$ cat config.mk
export PLATFORM = sky130hd
export DESIGN_NAME = acss_top
export DESIGN_NICKNAME = d
export VERILOG_FILES = /design/src/acss_pkg.sv /design/src/acss_top.sv
export SDC_FILE = /design/constraint.sdc
export NUM_CORES = 1
export LEC_CHECK = 0
export BUFFER_PORTS_ARGS = -buffer_cell sky130_fd_sc_hd__buf_2
export CAP_MARGIN = 10
export CORE_MARGIN = 4
export CORE_UTILIZATION = 49
export DETAILED_ROUTE_END_ITERATION = 16
export PLACE_DENSITY = 0.77
export SLEW_MARGIN = 20
export SYNTH_ARGS = -nofsm -noshare
export SYNTH_HDL_FRONTEND = slang
export SYNTH_SLANG_ARGS = --single-unit
$ cat constraint.sdc
create_clock -name i_sys_clk -period 2.3 [get_ports i_sys_clk]
set_input_delay 0.23 -clock i_sys_clk [delete_from_list [all_inputs] [get_ports i_sys_clk]]
set_output_delay 0.23 -clock i_sys_clk [all_outputs]
set_load 0.005 [all_outputs]
$ cat src/acss_pkg.sv
// Package for the channel sequence select and result formatting block.
// Assumes a single 250 MHz system clock domain.
package acss_pkg;
    localparam int          ACSS_NCHAN        = 4;
    localparam int          ACSS_RES_W        = 12;
    localparam int          ACSS_CODE_STEPS   = 4096;
    // Per-channel conversion time in ns and derived cycle count (longest, rounds down)
    localparam int          ACSS_CONV_TIME_NS = 1650;
    localparam int          ACSS_CLK_PERIOD_NS = 4;
    localparam int          ACSS_CONV_CYCLES  = ACSS_CONV_TIME_NS / ACSS_CLK_PERIOD_NS;
    localparam logic [3:0]  ACSS_MASK_RST     = 4'h0;
    localparam logic [11:0] ACSS_RES_RST      = 12'h000;
    localparam logic [11:0] ACSS_SIGN_FLIP    = 12'h800;
    localparam logic        ACSS_SRC_PINS     = 1'b0;
    localparam logic        ACSS_SRC_REG      = 1'b1;

    // Bus strobes that travel together
    typedef struct packed {
        logic cs_n;
        logic rd_n;
        logic wr_n;
    } acss_bus_t;

    typedef enum logic [1:0] {
        ACSS_IDLE,
        ACSS_CONV,
        ACSS_NEXT
    } acss_state_t;
endpackage

$ cat src/acss_top.sv
// Channel sequence selection, conversion sequencing and result formatting.
// Assumes all pin inputs are asynchronous; a raw sample port supplies offset-binary data.
//
// Contract
// [RULE_01] Any subset of four channels, none to all, may be chosen.
// [RULE_02] Chosen channels convert in ascending channel number order.
// [RULE_03] Source select steers a mux between pins and mask register.
// [RULE_04] Source low uses pins; source high uses the mask register.
// [RULE_05] Channel included when its pin or register bit is high at start edge.
// [RULE_06] Selection latched at start and held until the sequence ends.
// [RULE_07] Register bit 0 is channel 1 up to bit 3 is channel 4.
// [RULE_08] Low data lines are inputs while read high, select and write low.
// [RULE_09] Mask register captures data lines on write strobe rising edge.
// [RULE_10] Results are 12-bit codes, step equal to range over 4096.
// [RULE_11] Bipolar ranges use twos complement with sign in the top bit.
// [RULE_12] Bipolar: most negative is 100..0, most positive 011..1.
// [RULE_13] Unipolar ranges use straight binary from zeros to ones.
// [RULE_14] Busy rises at start edge and stays high through the sequence.
// [RULE_15] Results are read over a 12-bit bus with select and read.
// [RULE_16] Mask register holds its last written value; power-up value undefined.
`timescale 1ns/1ps
`default_nettype none
module acss_top
    import acss_pkg::*;
#(
    parameter int CONV_CYCLES = ACSS_CONV_CYCLES
) (
    input  wire logic                  i_sys_clk,
    input  wire logic                  i_nrst,
    input  wire logic [ACSS_NCHAN-1:0] i_hw_chan_pick,
    input  wire logic                  i_src_sel,
    input  wire logic                  i_conversion_trigger_n,
    input  wire logic                  i_bipolar,
    input  wire logic                  i_cs_n,
    input  wire logic                  i_rd_n,
    input  wire logic                  i_wr_n,
    input  wire logic [11:0]           i_data,
    input  wire logic [11:0]           i_raw_sample,
    output logic [11:0]                o_data,
    output logic [11:0]                o_data_oe,
    output logic                       o_busy,
    output logic                       o_eoc_n,
    output logic [1:0]                 o_conv_chan,
    output logic                       o_conv_active
);
    if (CONV_CYCLES < 1 || CONV_CYCLES > 65535) begin : g_chk
        $error("CONV_CYCLES out of range");
    end

    // Two-stage synchronisers for every pin input
    localparam int SW = 4 + 1 + 1 + 1 + 3 + 12;
    logic [SW-1:0] sync1_r;
    logic [SW-1:0] sync2_r;
    logic [SW-1:0] sync_in;
    assign sync_in = {i_hw_chan_pick, i_src_sel, i_conversion_trigger_n, i_bipolar,
                      i_cs_n, i_rd_n, i_wr_n, i_data};
    always_ff @(posedge i_sys_clk or negedge i_nrst) begin
        if (!i_nrst) begin
            sync1_r <= '1;
            sync2_r <= '1;
        end else begin
            sync1_r <= sync_in;
            sync2_r <= sync1_r;
        end
    end

    logic [3:0]  pick_s;
    logic        src_s;
    logic        trig_n_s;
    logic        bip_s;
    acss_bus_t   bus_s;
    logic [11:0] data_s;
    assign {pick_s, src_s, trig_n_s, bip_s, bus_s, data_s} = sync2_r;

    // Edge history for trigger and write strobe
    logic trig_d_r;
    logic wr_d_r;
    always_ff @(posedge i_sys_clk or negedge i_nrst) begin
        if (!i_nrst) begin
            trig_d_r <= 1'b1;
            wr_d_r   <= 1'b1;
        end else begin
            trig_d_r <= trig_n_s;
            wr_d_r   <= bus_s.wr_n;
        end
    end
    logic start_edge;
    logic wr_rise;
    assign start_edge = trig_n_s & ~trig_d_r;

    // Write cycle is valid only while read is high and select low
    logic wr_window_r;
    assign wr_rise = bus_s.wr_n & ~wr_d_r & wr_window_r; // [RULE_09]

    // Lowest set bit of a mask; shared by first-channel and next-channel picks
    function automatic logic [1:0] acss_lowest(input logic [3:0] m);
        logic [1:0] idx;
        idx = 2'd0;
        for (int k = ACSS_NCHAN - 1; k >= 0; k--) begin
            if (m[k]) begin
                idx = 2'(k);
            end
        end
        return idx;
    endfunction

    // Mask register, written from the low data lines
    logic [3:0] mask_r;
    logic [3:0] mask_nxt;
    logic       wr_window_nxt;
    always_comb begin
        wr_window_nxt = ~bus_s.cs_n & ~bus_s.wr_n & bus_s.rd_n; // [RULE_08]
        mask_nxt      = mask_r; // [RULE_16]
        if (wr_rise) begin
            mask_nxt = data_s[3:0]; // [RULE_07]
        end
    end
    always_ff @(posedge i_sys_clk or negedge i_nrst) begin
        if (!i_nrst) begin
            mask_r      <= ACSS_MASK_RST;
            wr_window_r <= 1'b0;
        end else begin
            mask_r      <= mask_nxt;
            wr_window_r <= wr_window_nxt;
        end
    end

    // Selection source mux
    logic [3:0] sel_mux;
    assign sel_mux = (src_s == ACSS_SRC_REG) ? mask_r : pick_s; // [RULE_03] [RULE_04]

    // Sequencer
    acss_state_t state_r;
    acss_state_t state_nxt;
    logic [3:0]  pend_r;
    logic [3:0]  pend_nxt;
    logic [1:0]  chan_r;
    logic [1:0]  chan_nxt;
    logic [15:0] cnt_r;
    logic [15:0] cnt_nxt;
    logic        busy_r;
    logic        busy_nxt;
    logic        eoc_n_r;
    logic        eoc_n_nxt;
    logic [11:0] res_r;
    logic [11:0] res_nxt;
    logic        bip_r;
    logic        bip_nxt;
    logic        conv_active_r;
    logic        conv_active_nxt;
    logic [3:0]  rest;
    always_comb begin
        state_nxt = state_r;
        pend_nxt  = pend_r;
        chan_nxt  = chan_r;
        cnt_nxt   = cnt_r;
        busy_nxt  = busy_r;
        eoc_n_nxt = 1'b1;
        res_nxt   = res_r;
        bip_nxt   = bip_r;
        rest      = pend_r & ~(4'h1 << chan_r);
        unique case (state_r)
            ACSS_IDLE: begin
                if (start_edge) begin
                    pend_nxt = sel_mux; // [RULE_05] [RULE_06] [RULE_01]
                    bip_nxt  = bip_s;
                    busy_nxt = 1'b1; // [RULE_14]
                    chan_nxt = acss_lowest(sel_mux); // [RULE_02]
                    cnt_nxt  = 16'(CONV_CYCLES - 1);
                    if (sel_mux != 4'h0) begin
                        state_nxt = ACSS_CONV;
                    end else begin
                        state_nxt = ACSS_NEXT;
                    end
                end
            end
            ACSS_CONV: begin
                if (cnt_r == 16'h0000) begin
                    // Mid-tread code from offset-binary sample, step is range/4096
                    res_nxt   = bip_r ? (i_raw_sample ^ ACSS_SIGN_FLIP) : i_raw_sample; // [RULE_10] [RULE_11] [RULE_12] [RULE_13]
                    eoc_n_nxt = 1'b0;
                    pend_nxt  = rest;
                    state_nxt = ACSS_NEXT;
                end else begin
                    cnt_nxt = cnt_r - 16'h0001;
                end
            end
            ACSS_NEXT: begin
                if (pend_r == 4'h0) begin
                    busy_nxt  = 1'b0; // [RULE_14]
                    state_nxt = ACSS_IDLE;
                end else begin
                    chan_nxt  = acss_lowest(pend_r); // [RULE_02]
                    cnt_nxt   = 16'(CONV_CYCLES - 1);
                    state_nxt = ACSS_CONV;
                end
            end
        endcase
        // Registered copy of the converting state so the output leaves a flop
        conv_active_nxt = (state_nxt == ACSS_CONV); // [RULE_02]
    end
    always_ff @(posedge i_sys_clk or negedge i_nrst) begin
        if (!i_nrst) begin
            state_r <= ACSS_IDLE;
            pend_r  <= 4'h0;
            chan_r  <= 2'd0;
            cnt_r   <= 16'h0000;
            busy_r  <= 1'b0;
            eoc_n_r <= 1'b1;
            res_r   <= ACSS_RES_RST;
            bip_r   <= 1'b0;
            conv_active_r <= 1'b0;
        end else begin
            state_r <= state_nxt;
            pend_r  <= pend_nxt;
            chan_r  <= chan_nxt;
            cnt_r   <= cnt_nxt;
            busy_r  <= busy_nxt;
            eoc_n_r <= eoc_n_nxt;
            res_r   <= res_nxt;
            bip_r   <= bip_nxt;
            conv_active_r <= conv_active_nxt;
        end
    end

    // Result read port; drives only while select and read are both low
    logic [11:0] dout_r;
    logic [11:0] oe_r;
    always_ff @(posedge i_sys_clk or negedge i_nrst) begin
        if (!i_nrst) begin
            dout_r <= ACSS_RES_RST;
            oe_r   <= 12'h000;
        end else begin
            dout_r <= res_nxt; // [RULE_15]
            oe_r   <= {12{~bus_s.cs_n & ~bus_s.rd_n}}; // [RULE_15]
        end
    end

    assign o_data        = dout_r;
    assign o_data_oe     = oe_r;
    assign o_busy        = busy_r;
    assign o_eoc_n       = eoc_n_r;
    assign o_conv_chan   = chan_r;
    assign o_conv_active = conv_active_r;
endmodule // acss_top
`default_nettype wire

==> run metrics <==
CP endpoint cnt_r[15]$_DFFE_PN0P_; first-pass GRT wire length 11,100 um; Via Count 2,473; setup TNS 0 ps; Max Clk Rate 455 MHz; Post-DP HPWL 4360 um; Setup Viol. Count Final 0; Cell Count Post-Placement 430; crit path cell chain or3_1 -> or3_4 -> or3_4 -> or4_1 -> o211ai_1; Die Area 8010 um2; leakage 1.76 nW; final hold slack 77.9 ps; Unique masters post-synth 46; gr ovfl total 0; CP Data Required Time 2570 ps; clock root buffer master clkbuf_8; Startpoint Class flip-flop; Hold Vio Cnt, Final 0; initial detailed-routing violation count 234; P_sw 1.21 mW; Area Growth Syn to Fin 23.7%; vias per inst 5.35; Die X 89.5 um; ys async rst share 1.00; diode count 0; cells on worst reg2reg path 5; I/O pin count 65; post-layout min period 2200 ps; CP max stage cell or4_1; layout cells sized above 1 0.351; synthesized area 3250 um2; sequential share of power 0.438; chip height 89.5 um; DR WL/cell 14.2 um; PwrDens 938 nW/um2; Sw Ratio 0.320; crit-path leading delay family simple AND/OR/NAND/NOR gates; clock slew at reported path FFs 90 ps; Main synth FF type dfrtp_1; Slew HR 0.682; min-delay worst type primary input to flip-flop; Fill cells 480; # resized after CTS 0; status finished, final reports clean; largest net degree at the start of global routing 77; worst r2r src cnt_r[7]$_DFFE_PN0P_; worst setup path start cnt_r[7]$_DFFE_PN0P_; Max clock buf depth 2; CP max FO 4; Final Non-Filler Cells 462; Reg area 1940 um2; P_int 2.56 mW; Synth Register Bits 76; deepest level of the CTS H-tree 3; clock sink count 76; IO buf count 56; VDD IR-drop max 604 uV; final worst setup slack 104 ps; Initial Util 0.509; critical path's most frequent cell or3_4; Multi-input gate area 1150 um2; combinational fraction of design power 0.281; Final Cycle Share 0.955; vias in the first global route 2,371; RSZ-0062 raised after global routing no; Post-Syn Nets 341; clk_lat worst skew 350 ps; maxcap violations 0; actual slew at the worst max-slew pin 477 ps; Max Transition Viols Final 0; CP arrival 2470 ps; TritonCTS Buffers 9; R2R Setup Slk 100 ps; total power 3.77 mW; Synth Area per Inst 10.8 um2; Worst Clk Skew 11.5 ps; gr usage total 0.180; final net count 421; clock share of power 0.281; antenna-violating nets left 0; pre-CTS WS 106 ps; reg2reg end cnt_r[15]$_DFFE_PN0P_; # DRC 0; Routability Congestion 0.866; WP depth 5; Yosys warning count 0; routed wire length 6580 um; initial antenna violation count 0; worst path bufs/invs 0; worst setup path category flip-flop to flip-flop; Post-synth EDFFs 0; CTS tree done; crit-path max cell delay 480 ps; Post-Syn Instances 300; post-synthesis sequential area ratio 0.597; CORE AREA 6390 um2; FP Rows 29; DRT Pass-1 Iters 4; type of destination of the critical path flip-flop
-- stage by stage --
stage	util	area, um2
2_1_floorplan	-	3250
3_3_place_gp	0.572	3660
3_5_place_dp	0.572	3660
4_1_cts	0.629	4020
5_1_grt	0.630	4020
6_report	0.630	4020
-- layout make-up --
| cell class | count | area share |
|---|---|---|
| clock inverters | 4 | 0.0134 |
| repair buffers | 90 | 0.146 |
| clock buffers | 12 | 0.0386 |
| well taps | 77 | 0.0240 |
| multi-input cells | 192 | 0.286 |
| flip-flops and latches | 76 | 0.482 |
| inverters | 11 | 0.0103 |
-- cell families after synthesis --
logic type,Yosys count,share of synthesized area
buffers and inverters,32,0.0500
muxes,12,0.0396
xor gates and xnor gates,1,0.00269
and+or+nand+nor,108,0.165
adders and majority gates,5,0.0192
AOI/OAI and AO/OA,66,0.127
DFF,76,0.597
-- sequential cells by signal, summed over array words and instances (netlist names), 2 cells and up --
register	flops
sync1_r	14
pend_r	4
o_conv_chan	2
o_data	12
sync2_r	14
state_r	2
cnt_r	16
mask_r	4
-- worst min-delay path by stage --
stage | slack [ps] | from | cells past startpoint | end
after global placement | 290 | i_nrst | 2 | o_conv_active$_DFF_PN0_
after CTS | 70 | i_raw_sample[8] | 3 | o_data[8]$_DFFE_PN0P_
final | 80 | i_raw_sample[8] | 3 | o_data[8]$_DFFE_PN0P_
after global routing | 80 | i_raw_sample[5] | 3 | o_data[5]$_DFFE_PN0P_
after floorplan | -70 | i_nrst | 0 | bip_r$_DFFE_PN0P_
after detailed placement | 290 | i_nrst | 2 | o_conv_active$_DFF_PN0_
-- worst register-to-register path, delay by kind of cell, from the launching register on --
family          cells  cell delay [ps]
compound gates      1              100
simple gates        4             1650
flops               1              380
-- layer usage --
metal	wire length, um	global-route usage	up-vias
met2	3130	0.275	82
met1	2960	0.246	1176
li1	-	-	1209
met5	0	0	-
met3	414	0.0461	6
met4	78	0.0731	0
-- Yosys cell counts, types with 2 or more instances --
master / number / share of area
buf_4: 11 / 0.025
nor4b_1: 2 / 0.0054
a31oi_1: 5 / 0.0096
ha_1: 5 / 0.019
nor2_1: 13 / 0.015
or3_4: 3 / 0.010
o22ai_1: 4 / 0.0077
nand2b_1: 2 / 0.0038
or3_1: 3 / 0.0058
dfrtp_1: 45 / 0.35
nor3b_1: 3 / 0.0069
nor2b_1: 2 / 0.0038
or4_1: 5 / 0.012
nand3_1: 8 / 0.012
dfstp_2: 31 / 0.25
o22a_1: 2 / 0.0054
o311ai_0: 3 / 0.0081
nand4_1: 3 / 0.0058
mux2i_1: 5 / 0.015
a21oi_1: 16 / 0.025
nand2_1: 52 / 0.060
o211ai_1: 4 / 0.0092
clkbuf_1: 8 / 0.0092
and4_1: 2 / 0.0054
nor3_1: 3 / 0.0046
mux2_2: 7 / 0.024
o21ai_0: 21 / 0.032
nor4_1: 4 / 0.0077
inv_1: 10 / 0.012
nand3b_1: 2 / 0.0046
-- cell usage in the layout, fill, tap and decap left out, types with 3 or more instances in the layout --
cell,n
mux2_2,7
nand4_1,3
a21oi_1,16
o21ai_0,21
buf_2,56
nand3_1,8
dfstp_2,31
o211ai_1,4
ha_1,5
o22ai_1,4
o311ai_0,3
nand2_1,52
clkbuf_8,11
nor3_1,3
dlygate4sd3_1,15
a31oi_1,5
nor2_1,13
or3_1,3
or3_4,3
inv_1,10
dfrtp_1,45
buf_4,18
nor3b_1,3
mux2i_1,5
nor4_1,4
or4_1,5
-- power by group through the flow --
stage                     Sequential [mW]  Combinational [mW]  Clock (mW)
final                                1.65                1.06        1.06
after floorplan                      1.65               0.707           0
after CTS                            1.65                1.05        1.07
after global placement               1.67               0.995           0
after global routing                 1.67                1.19        1.14
after detailed placement             1.68                1.02           0
-- what timing repair did --
item	in CTS	in global routing
hold buffers	15	0
endpoints found under the hold margin	59	0
setup endpoints to repair	0	1
setup buffers	0	1
No activity file was read; power rests on OpenSTA's default activity.
